--- src/gp_cfg.svh ---
`ifndef GP_CFG_SVH
`define GP_CFG_SVH

// Port geometry
`define GP_PORT_WIDTH      8

// Register byte offsets
`define GP_OFF_DIR         8'h00
`define GP_OFF_OUT         8'h04
`define GP_OFF_PIN         8'h08
`define GP_OFF_CTRL        8'h0c

// Control register field positions
`define GP_CTRL_PUD_BIT    0

// Reset values
`define GP_DIR_RST         8'h00
`define GP_OUT_RST         8'h00
`define GP_PUD_RST         1'b0
`define GP_RDATA_RST       32'h0000_0000

// AHB encodings
`define GP_HTRANS_NONSEQ_BIT 1
`define GP_HRESP_OKAY      1'b0

`endif

--- src/gp_pkg.sv ---
`default_nettype none

`include "gp_cfg.svh"

package gp_pkg;

    typedef enum logic [2:0] {
        GP_SEL_NONE,
        GP_SEL_DIR,
        GP_SEL_OUT,
        GP_SEL_PIN,
        GP_SEL_CTRL
    } gp_sel_t;

    // Register select from a byte address
    function automatic gp_sel_t gp_decode(input logic [31:0] addr);
        gp_sel_t sel;
        sel = GP_SEL_NONE;
        case (addr[7:0])
            `GP_OFF_DIR:  sel = GP_SEL_DIR;
            `GP_OFF_OUT:  sel = GP_SEL_OUT;
            `GP_OFF_PIN:  sel = GP_SEL_PIN;
            `GP_OFF_CTRL: sel = GP_SEL_CTRL;
            default:      sel = GP_SEL_NONE;
        endcase
        return sel;
    endfunction : gp_decode

endpackage : gp_pkg

`default_nettype wire

--- src/gp_port.sv ---
// Functional notes
// (RULE1) Direction one drives, zero listens
// (RULE2) Input with data one enables pull-up
// (RULE3) Global disable kills every pull-up
// (RULE4) Reset tri-states pins without clock
// (RULE5) Output drives the output-data level
// (RULE6) Writing one to input bit toggles data
// (RULE7) Synchronized level readable in any direction
// (RULE8) Half-cycle latch then rising-edge flop
// (RULE9) Pin change seen after half to 1.5 cycles
// (RULE10) Written level reaches input register next cycle
// (RULE11) Software idles once before reading back
// (RULE12) Software steps through 01 or 10
// (RULE13) Software steps through 00 or 11
// (RULE14) Sleep clamp grounds digital inputs
// (RULE15) Enabled external interrupt escapes the clamp
// (RULE16) Alternate functions may escape the clamp
// (RULE17) Clamp release yields edge on wake
// (RULE18) Pull-ups off during reset
// (RULE19) Strobes per port, clamp and disable shared
// (RULE20) Three registers: direction, data, input; the code adds a fourth, the control register at 0x0c
// (RULE21) Input register read-only, writes toggle
// (RULE22) Eight pins, single-cycle register access
//
// Design decisions made here: register access over AHB-Lite and the register addresses.
`timescale 1ns/1ns
`default_nettype none

`include "gp_cfg.svh"

module gp_port
    import gp_pkg::*;
#(
    parameter int WIDTH = `GP_PORT_WIDTH
) (
    input  wire logic             hclk,
    input  wire logic             hresetn,
    input  wire logic             hsel,
    input  wire logic [31:0]      haddr,
    input  wire logic [1:0]       htrans,
    input  wire logic             hwrite,
    input  wire logic [2:0]       hsize,
    input  wire logic             hready,
    input  wire logic [31:0]      hwdata,
    output logic      [31:0]      hrdata,
    output logic                  hreadyout,
    output logic                  hresp,
    input  wire logic [WIDTH-1:0] pin_in,
    output logic      [WIDTH-1:0] pin_out,
    output logic      [WIDTH-1:0] pin_oe,
    output logic      [WIDTH-1:0] pullup_en,
    input  wire logic             sleep_clamp,
    input  wire logic [WIDTH-1:0] ext_int_enable,
    input  wire logic [WIDTH-1:0] alt_input_enable,
    output logic      [WIDTH-1:0] pin_level,
    output logic                  global_pullup_disable
);

    // Register state
    logic [WIDTH-1:0] dir_reg;
    logic [WIDTH-1:0] dir_next;
    logic [WIDTH-1:0] out_data_reg;
    logic [WIDTH-1:0] out_data_next;
    logic             pud_reg;
    logic             pud_next;

    // Input synchronizer
    logic [WIDTH-1:0] digital_in;
    logic [WIDTH-1:0] sync_latch_reg;
    logic [WIDTH-1:0] sync_latch_next;
    logic [WIDTH-1:0] pin_input_reg;
    logic [WIDTH-1:0] pin_input_next;

    // Bus state
    logic             wr_pend_reg;
    logic             wr_pend_next;
    gp_sel_t          wr_sel_reg;
    gp_sel_t          wr_sel_next;
    logic [31:0]      rdata_reg;
    logic [31:0]      rdata_next;

    // Decoded access
    logic             addr_phase;
    gp_sel_t          ap_sel;
    logic [WIDTH-1:0] wdata;

    // Per-port strobes
    logic             dir_reg_write_strobe;
    logic             out_reg_write_strobe;
    logic             in_reg_write_strobe;
    logic             ctrl_write_strobe;
    logic             dir_reg_read_strobe;
    logic             out_reg_read_strobe;
    logic             pin_read_strobe;
    logic             ctrl_read_strobe;

    // Address phase decode
    always_comb begin
        addr_phase = hsel & hready & htrans[`GP_HTRANS_NONSEQ_BIT];
        ap_sel     = gp_decode(haddr);
        wdata      = hwdata[WIDTH-1:0];
    end

    // Strobes shared by all pins of the port
    always_comb begin
        dir_reg_write_strobe = wr_pend_reg & (wr_sel_reg == GP_SEL_DIR); // RULE19
        out_reg_write_strobe = wr_pend_reg & (wr_sel_reg == GP_SEL_OUT); // RULE19
        in_reg_write_strobe  = wr_pend_reg & (wr_sel_reg == GP_SEL_PIN); // RULE19
        ctrl_write_strobe    = wr_pend_reg & (wr_sel_reg == GP_SEL_CTRL);
        dir_reg_read_strobe  = addr_phase & ~hwrite & (ap_sel == GP_SEL_DIR);
        out_reg_read_strobe  = addr_phase & ~hwrite & (ap_sel == GP_SEL_OUT);
        pin_read_strobe      = addr_phase & ~hwrite & (ap_sel == GP_SEL_PIN);
        ctrl_read_strobe     = addr_phase & ~hwrite & (ap_sel == GP_SEL_CTRL);
    end

    // Bus next state
    always_comb begin
        wr_pend_next = addr_phase & hwrite;
        wr_sel_next  = addr_phase ? ap_sel : GP_SEL_NONE;
        rdata_next   = rdata_reg;
        if (addr_phase & ~hwrite) begin
            rdata_next = `GP_RDATA_RST;
        end
        // Read data reflects a write still in its data phase
        if (dir_reg_read_strobe) begin
            rdata_next[WIDTH-1:0] = dir_next; // RULE20
        end
        if (out_reg_read_strobe) begin
            rdata_next[WIDTH-1:0] = out_data_next; // RULE20
        end
        if (pin_read_strobe) begin
            rdata_next[WIDTH-1:0] = pin_input_next; // RULE7
        end
        if (ctrl_read_strobe) begin
            rdata_next[`GP_CTRL_PUD_BIT] = pud_next;
        end
    end

    always_ff @(posedge hclk or negedge hresetn) begin
        if (!hresetn) begin
            wr_pend_reg <= 1'b0;
            wr_sel_reg  <= GP_SEL_NONE;
            rdata_reg   <= `GP_RDATA_RST;
        end else begin
            wr_pend_reg <= wr_pend_next; // RULE22
            wr_sel_reg  <= wr_sel_next;
            rdata_reg   <= rdata_next;
        end
    end

    // Register next state
    always_comb begin
        dir_next      = dir_reg;
        out_data_next = out_data_reg;
        pud_next      = pud_reg;
        if (dir_reg_write_strobe) begin
            dir_next = wdata; // RULE1
        end
        if (out_reg_write_strobe) begin
            out_data_next = wdata;
        end
        if (in_reg_write_strobe) begin
            out_data_next = out_data_reg ^ wdata; // RULE6 RULE21
        end
        if (ctrl_write_strobe) begin
            pud_next = hwdata[`GP_CTRL_PUD_BIT];
        end
    end

    always_ff @(posedge hclk or negedge hresetn) begin
        if (!hresetn) begin
            dir_reg      <= `GP_DIR_RST; // RULE4
            out_data_reg <= `GP_OUT_RST; // RULE18
            pud_reg      <= `GP_PUD_RST;
        end else begin
            dir_reg      <= dir_next;
            out_data_reg <= out_data_next;
            pud_reg      <= pud_next;
        end
    end

    // Sleep clamp ahead of the input stage
    always_comb begin
        digital_in = pin_in & ~({WIDTH{sleep_clamp}} & ~(ext_int_enable | alt_input_enable)); // RULE14 RULE15 RULE16
    end

    // Synchronizer next state
    always_comb begin
        sync_latch_next = digital_in;
        pin_input_next  = sync_latch_reg;
    end

    // Latch stage closes at the falling edge
    always_ff @(negedge hclk or negedge hresetn) begin
        if (!hresetn) begin
            sync_latch_reg <= '0;
        end else begin
            sync_latch_reg <= sync_latch_next; // RULE8 RULE9
        end
    end

    // Register stage loads at the rising edge
    always_ff @(posedge hclk or negedge hresetn) begin
        if (!hresetn) begin
            pin_input_reg <= '0;
        end else begin
            pin_input_reg <= pin_input_next; // RULE8 RULE10
        end
    end

    // Pin drivers
    always_comb begin
        pin_oe    = dir_reg & {WIDTH{hresetn}}; // RULE1 RULE4
        pin_out   = out_data_reg; // RULE5
        pullup_en = ~dir_reg & out_data_reg & {WIDTH{~pud_reg & hresetn}}; // RULE2 RULE3 RULE18
    end

    // Outputs
    always_comb begin
        hrdata                = rdata_reg;
        hreadyout             = 1'b1; // RULE22
        hresp                 = `GP_HRESP_OKAY;
        pin_level             = pin_input_reg; // RULE17
        global_pullup_disable = pud_reg; // RULE19
    end

endmodule : gp_port

`default_nettype wire

--- config.mk ---
export PLATFORM = sky130hd
export DESIGN_NAME = gp_port
export DESIGN_NICKNAME = d
export VERILOG_FILES = /design/src/gp_pkg.sv /design/src/gp_port.sv
export VERILOG_INCLUDE_DIRS = /design/src /design/src/src
export SDC_FILE = /design/constraint.sdc
export NUM_CORES = 1
export LEC_CHECK = 0
export ABC_CLOCK_PERIOD_IN_PS = 1500
export BUFFER_PORTS_ARGS = -buffer_cell sky130_fd_sc_hd__buf_2
export CORE_ASPECT_RATIO = 1.5
export CORE_MARGIN = 1.5
export CORE_UTILIZATION = 37
export DETAILED_ROUTE_END_ITERATION = 8
export PLACE_DENSITY_LB_ADDON = 0.2
export SKIP_CTS_REPAIR_TIMING = 1
export SYNTH_ARGS = -nofsm -noshare
export SYNTH_HDL_FRONTEND = slang
export SYNTH_SLANG_ARGS = --single-unit
--- constraint.sdc ---
create_clock -name hclk -period 1.5 [get_ports hclk]
set_input_delay 0.15 -clock hclk [delete_from_list [all_inputs] [get_ports hclk]]
set_output_delay 0.15 -clock hclk [all_outputs]
set_load 0.01 [all_outputs]
==> run metrics, run 1 <==
status complete, but fails checks; failing checks setup timing; Final nets 438; met1 Use GR 20.7%; ys flop type dfrtp_1; Min Hold Slack 74.8 ps; clk_skew 13.0 ps; Fin. Hold Viols 0; Worst path top cell family by delay flip-flops; area grow syn2layout 34.6%; RSZ-0062 raised after global routing yes; Core Area 6090 um^2; crit path DAT 1940 ps; first-pass GRT wire length 8590 um; Vias/cell 4.87; CP max FO 2; syn_area_per_cell 10.0 um^2; flops & latches, synth 45; Mapped Cells around 230; initial core utilization 38.0%; post-synth cell types 39; Die Ht 99.8 um; hpwl dp roughly 4300 um; required time of the critical path 1730 ps; initial DRC count 108; Top Ports 166; Setup TNS Final -910 ps; die area 6750 um^2; met3 Usage GRT 3.81%; Post-Place Cell Area roughly 2900 um^2; most frequent cells in the layout 88 x buf_2, 37 x dfrtp_1, 26 x conb_1; deepest clock path buffer count 2; Final GP Congestion 0.831; CP Depth 4; maximum VDD drop 0.530 mV; TritonCTS clock tree done; Util after Layout between 50% and 60%; GRT Util Overall between 15 and 20%; crit-path cells o21ai_0 -> o21ai_1 -> nor3_1 -> nor3_2; Ys Warns 0; fillcell total 590; Worst path slowest cell dfrtn_1; PD cells 802 nW/um^2; Residual DRC 0; clock sink count 45; via count 2,018; largest net degree at the start of global routing 31; ANT nets after route 0; fin area 3110 um^2; routed length per placed instance 14.2 um; asr flop ratio synth 100%; final WL 5870 um; post-synthesis sequential area ratio 48.7%; Worst Setup End Kind flop; Root Driver clkbuf_8; GRT Max-Usage Layer met2; GR Layer Usage met2 28.8%; WP buf/inv 0; clock slew at reported path FFs 90 ps; Crit Path Class flop to flop; ratio of cells with drive above 1 in the final layout 42.9%; depth of the most critical reg-to-reg path 4; P_leak 0.00158 uW; max-slew violation count 0; initial antenna violation count 0; # H-tree levels 2; max incr delay on CP ~410 ps; flip-flop and latch area between 1000 and 1500 um^2; Clock Latency Late Sink around 300 ps; Rows 35; cts bufs inserted 5; number of global-route vias before repair roughly 1,800; hold crit path type input port to async pin; max_slew headroom between 40% and 50%; leading cell type in the layout, fill and taps excluded buf_2; total power 2500 uW; Post-synth EDFFs 0; grt ovf 0; Post-Syn Area 2310 um^2; max-cap viol count 0; number of diodes 0; Least-Margin Pin Slew 896 ps; area of the multi-input gates 1140 um^2; Setup WS post-layout -207 ps; DRT Pass-1 Iters 4; CP Launch Type flop; Port Buf Inserts 87; setup violators final 8; die span in x 67.6 um
[metal layers]
metal  wire length [um]  vias up
met5                  0        -
met4                102        0
met3                340        7
met2               3150       86
met1               2280      943
li1                   -      982
[area by class of cell]
type / instances / share of cell area, %
clock inverter: 2 / 1.13
multi-input combinational: 175 / 36.5
tap: 74 / 2.97
inverter: 1 / 0.121
clock buffer: 6 / 2.33
timing repair buffer: 111 / 20.8
sequential: 45 / 36.2
[stage by stage]
step	instances	setup slack (ps)
finish	414	-207
global route	414	-274
CTS	409	-202
detailed placement	401	-204
global placement	401	-162
floorplan	255	-150
[worst paths after layout]
path	start	endpoint	slack [ps]
min in group hclk	haddr[2]	wr_sel_reg[0]$_DFF_PN0_	90
max	pin_input_next[0]$_DFF_NN0_	hrdata[0]$_DFFE_PN0P_	-210
max in group asynchronous	hresetn	pin_level[4]$_DFF_PN0_	170
min reg2reg	hrdata[3]$_DFFE_PN0P_	hrdata[3]$_DFFE_PN0P_	500
max reg2reg	pin_input_next[0]$_DFF_NN0_	hrdata[0]$_DFFE_PN0P_	-210
min	hresetn	hrdata[0]$_DFFE_PN0P_	70
[cells in the mapped netlist (3+ instances only)]
library cell  number  area (um^2)
a21boi_0           8         60.1
nor3_1             3         15.0
nand3_1           10         50.1
o21ai_0            8         40.0
o21bai_1           3         22.5
o2111ai_1          3         26.3
nand2_1            4         15.0
a311oi_1           3         26.3
or3_1              5         31.3
buf_4             26          195
nor3b_1            8         60.1
nand2b_1           5         31.3
a21oi_1           21          105
mux2_2             9          101
and2_1            11         68.8
nor2_1            28          105
dfrtn_1            8          200
a311oi_2           3         45.0
clkbuf_1           5         18.8
dfrtp_1           37          926
[kinds of logic after synthesis]
family | after synthesis | synth area share, %
other | 2 | 0.325
buffers and inverters | 35 | 10.3
AOI/OAI and AO/OA | 55 | 15.8
muxes | 11 | 5.25
and+or+nand+nor | 83 | 19.6
DFF | 45 | 48.7
[where the power goes]
part | internal, uW | switching (uW)
clock | 495 | 407
sequential | 1260 | 28.1
combinational | 125 | 178
[worst min-delay path, cell delays in order]
cell,delay [ps]
buf_2,180
buf_4,190
buf_4,220
(Power assumes the default switching activity.)
==> inputs of run 2 (changes only) <==
Settings changed: ABC_AREA set to 1.
==> run 2 against run 1 <==
The run still ends with setup timing left. Utilization down 2.3 points. Die area down 1.3%. Combinational power is 12% lower.
==> run metrics, run 2 <==
hpwl dp 3730 um; CP max FO 2; adder-cell share of the synthesized area 0%; most frequent cells in the layout 87 x buf_2, 64 x nand2_1, 37 x inv_1, 37 x dfrtp_1, 26 x conb_1; Worst Setup End Kind flop; area grow syn2layout 25.5%; max-slew violation count 0; failing checks setup timing; Crit Path Class flop to flop; asr flop ratio synth between 90% and 100%; DRT Pass-1 Iters 4; Seq pwr share 56.3%; via count around 1,900; clk_skew roughly 8 ps; deepest clock path buffer count 2; Clock Latency Late Sink 290 ps; required time of the critical path 1680 ps; Top Ports between 150 and 200; fillcell total ~590; Die Ht 99.2 um; post-synthesis sequential area ratio 49.3%; clock sink count 45; number of global-route vias before repair 1,649; Util after Layout 48.8%; # H-tree levels 2; reg-to-reg slack, setup -60 ps; Final nets 461; Pint 1690 uW; cell with the most instances after synthesis nand2_1; Min Hold Slack 51.1 ps; Setup WS post-layout -60.1 ps; Mapped Cells roughly 270; hold crit path type input port to async pin; leading cell type in the layout, fill and taps excluded buf_2; Fin. Hold Viols 0; max-cap viol count 0; Post-Syn Area 2280 um^2; Vias/cell 4.27; Least-Margin Pin Slew approximately 740 ps; initial core utilization 38.9%; cts bufs inserted 5; post-synthesis compound-gate area fraction ~5.7%; Comb pwr share 11.8%; largest net degree at the start of global routing 25; Post-synth EDFFs 0; routed length per placed instance 10.7 um; Rows 34; Ys Warns 0; setup violators final 1; Setup TNS Final -60.1 ps; GRT Util Overall between 10 and 15%; Synth top cells by count 65 x nand2_1, 37 x dfrtp_1, 37 x inv_1; RSZ-0062 raised after global routing yes; simple-gate share of the synthesized area 26.3%; syn_area_per_cell approximately 8.6 um^2; die span in x 67.1 um; initial antenna violation count 0; status complete, but fails checks; crit path DAT 1740 ps; initial DRC count 41; xor/xnor cell area share of the yosys netlist 2.68%; net switching share of the total power 25.3%; top cells by area, synth dfrtp_1 41%, nand2_1 11%, dfrtn_1 8.8%, buf_4 8.5%, inv_1 6.1%; grt ovf 0; post-synth cell types 27; number of diodes 0; P_leak ~0.0017 uW; maximum VDD drop 0.510 mV; first-pass GRT wire length 7360 um; clock slew at reported path FFs around 80 ps; Residual DRC 0; fin area 2870 um^2; Root Driver clkbuf_8; multiplexer share of the synthesized area 0%; Final GP Congestion 0.822; final WL 4660 um; TritonCTS clock tree done; Post-Place Cell Area about 2700 um^2; ANT nets after route 0; Yosys top cell by area dfrtp_1; CP Launch Type flop; max_slew headroom about half; top cell type's share of synthesized area between 40 and 50%; main combinational cell family by area after synthesis simple AND/OR/NAND/NOR gates; switching power total 575 uW; Core Area 5870 um^2; ratio of cells with drive above 1 in the final layout 33.3%; flops & latches, synth 45; ys flop type dfrtp_1; PD cells 792 nW/um^2; die area between 6000 and 7000 um^2; Port Buf Inserts 87; Clk network pwr share 31.9%
[run 2: cell count changes after synthesis, sizes merged, moves of 4 or more]
cell    change
nand2      +64
inv        +37
a21oi      -19
and2       -11
nand4      +10
mux2        -9
xor2        +7
a311oi      -6
nand2b      -5
or3         -5
clkbuf      -4
nor3        -4
[run 2: power by group through the flow]
stage | Combinational, uW | Clock (uW) | Sequential (uW)
floorplan | 160 | 0 | 1310
global placement | 261 | 0 | 1300
detailed placement | 265 | 0 | 1300
CTS | 266 | 755 | 1280
global route | 306 | 814 | 1280
finish | 268 | 725 | 1280
[run 2: logic make-up after synthesis]
family          count (synthesis)
flops                          45
buf+inv                        67
simple gates                  125
other cells                     2
compound gates                 19
xor+xnor                        7
[run 2: final timing paths]
path                                                   from                 endpoint  cells past startpoint
max in group asynchronous                           hresetn     pin_out[6]$_DFF_PN0_                      3
min in group hclk                                    hwrite    wr_pend_reg$_DFF_PN0_                      3
worst min-delay path                                hresetn  wr_sel_reg[1]$_DFF_PN0_                      3
worst max register to register  pin_input_next[0]$_DFF_NN0_    hrdata[0]$_DFFE_PN0P_                      3
worst max-delay path            pin_input_next[0]$_DFF_NN0_    hrdata[0]$_DFFE_PN0P_                      3
worst min register to register        hrdata[1]$_DFFE_PN0P_    hrdata[1]$_DFFE_PN0P_                      2
[run 2: critical path, cell delays in order (launching register included)]
cell	delay (ps)
dfrtn_1	360
nor3b_2	160
nor2_1	100
nand3_1	80
[run 2: area by class of cell]
class                      instances  area, um^2  area share [%]
sequential                        45        1130            39.3
multi-input combinational        177         922            32.2
timing repair buffer              95         500            17.5
inverter                          38         143            4.98
tap                               72        90.1            3.14
clock buffer                       7        76.3            2.66
clock inverter                     1        7.51           0.262
[run 2: metrics by stage]
stage / total power (uW) / setup slack, ps / instances
after detailed placement: 1570 / -72.2 / 425
after global routing: 2400 / -153 / 435
after CTS: 2300 / -73.1 / 433
after floorplan: 1470 / 27.1 / 289
after global placement: 1560 / -54.8 / 425
final: 2270 / -60.1 / 435
[run 2: routing by layer]
layer	vias to the layer above	track usage [%]	part of all wire (%)
li1	960	-	-
met2	81	25.5	51
met4	0	5.18	1.7
met1	808	16.5	40
met3	7	2.83	7.3
met5	-	0	0
==> inputs of run 3 (changes only) <==
Settings changed: CELL_PAD_IN_SITES_DETAIL_PLACEMENT set to 0, CELL_PAD_IN_SITES_GLOBAL_PLACEMENT set to 1, CORE_UTILIZATION 37 to 25.
==> run 3 against run 2 <==
The flow finishes with violations (hold timing, setup timing). Global-route usage down 2.6 points. Combinational power about the same. Critical path depth unchanged. Worst setup slack worse by 19 ps. First-iteration DRC count rose to 2.7 times the previous value. Sequential share of layout area down 1.3 points. Routed wire length up 12%. Final cell count up 8.0%. Highest routed layer unchanged.
==> run metrics, run 3 (synthesized netlist as in run 2, its figures left out) <==
crit path DAT 1740 ps; initial antenna violation count 0; PD cells 913 nW/um^2; max-cap viol count 0; GRT Util Overall 11.7%; first-pass GRT wire length roughly 8600 um; Critical Path Source pin_input_next[0]$_DFF_NN0_; max-slew violation count 0; clock slew at reported path FFs 60 ps; Worst path slowest cell dfrtn_1; routed length per placed instance 11.1 um; Min Hold Slack -142 ps; max incr delay on CP 340 ps; TritonCTS clock tree done; leading cell type in the layout, fill and taps excluded buf_2; net switching share of the total power a little under a quarter; Die Ht about 120 um; most frequent cells in the layout 87 x buf_2, 64 x nand2_1, 37 x inv_1, 37 x dfrtp_1, 26 x conb_1; P_leak 0.00168 uW; RSZ-0062 raised after global routing yes; Pint 2080 uW; crit-path cells nor3b_2 -> nor2_1 -> nand3_1; hold crit path type input port to async pin; Core Area between 8000 and 9000 um^2; Fin. Hold Viols 37; Rows 42; maximum VDD drop 0.412 mV; CP Launch Type flop; deepest clock path buffer count 2; fin area 2970 um^2; status complete, but fails checks; ANT nets after route 0; Port Buf Inserts a little under 90; Setup WS pre-CTS -104 ps; Worst Setup End Kind flop; # H-tree levels 2; Final GP Congestion 0.768; Clock Latency Late Sink approximately 300 ps; number of diodes 0; switching power total ~630 uW; final WL 5210 um; initial DRC count around 110; setup violators final 1; clk_skew 23.2 ps; CP max FO 2; grt ovf 0; Post-Place Cell Area 2780 um^2; required time of the critical path approximately 1700 ps; clock sink count 45; Clk network pwr share 42.9%; number of global-route vias before repair 1,815; reg-to-reg slack, setup -80 ps; Top Ports roughly 170; failing checks hold timing, setup timing; Setup WS post-layout -79.2 ps; cts bufs inserted 5; Final nets 458; via count between 1,500 and 2,000; Root Driver clkbuf_16; Comb pwr share 9.8%; total power 2710 uW; Crit Path Class flop to flop; Seq pwr share 47.3%; die span in x 81.0 um; DRT Pass-1 Iters 4; area grow syn2layout 29.9%; Residual DRC 0; worst reg2reg path startpoint pin_input_next[0]$_DFF_NN0_; die area 9730 um^2; reg2reg end hrdata[0]$_DFFE_PN0P_; hpwl dp 4050 um; largest net degree at the start of global routing 54; Vias/cell 3.92; crit path capture hrdata[0]$_DFFE_PN0P_; ratio of cells with drive above 1 in the final layout between 30% and 40%; depth of the most critical reg-to-reg path 3; initial core utilization 25.9%
run 3: cell types whose count changed in the layout (fill, tap and decap cells not counted), sizes merged:
cell,before,now
clkinv,0,1
dlygate4sd3,2,0
clkinvlp,1,0
buf,93,92
run 3: per-layer routing:
layer  vias up  global-route usage (%)  wire [um]
li1        952                       -          -
met1       813                    13.3       2160
met2        72                    20.1       2610
met3         7                    2.28        337
met4         0                    6.36        107
met5         -                       0          0
run 3: how the worst min path moves through the flow:
stage | slack, ps | to | start | depth (start not counted)
after global placement | 180 | global_pullup_disable$_DFF_PN0_ | hresetn | 2
after floorplan | -150 | dir_reg[0]$_DFF_PN0_ | hresetn | 0
after global routing | -100 | hrdata[0]$_DFFE_PN0P_ | hresetn | 2
after CTS | -120 | global_pullup_disable$_DFF_PN0_ | hresetn | 2
final | -140 | global_pullup_disable$_DFF_PN0_ | hresetn | 2
after detailed placement | 190 | global_pullup_disable$_DFF_PN0_ | hresetn | 2
run 3: metrics by stage:
step	utilization, %	std cells	hold WS (ps)	TNS (ps)
after floorplan	-	289	-146	0
after global placement	31.5	462	179	-88.3
after detailed placement	31.5	462	186	-104
after CTS	33.3	470	-120	-337
after global routing	33.6	470	-98.4	-145
final	33.6	470	-142	-79.2
run 3: area by class of cell:
type / count / area [um^2]
clock buffers: 7 / 154
clock inverters: 1 / 5.00
fillers: 977 / 5860
inverters: 38 / 143
multi-input cells: 177 / 915
flip-flops and latches: 45 / 1130
well taps: 110 / 138
repair buffers: 92 / 485
run 3: power groups by stage:
stage               logic [uW]  clock network (uW)  registers (uW)
global route               303                1240            1290
CTS                        270                1210            1280
finish                     265                1160            1280
floorplan                  160                   0            1310
detailed placement         269                   0            1300
global placement           266                   0            1300
run 3: worst max-delay path: cells and delay by family (launching register included):
kind,cells,cell delay (ps)
and+or+nand+nor,3,350
DFF,1,340
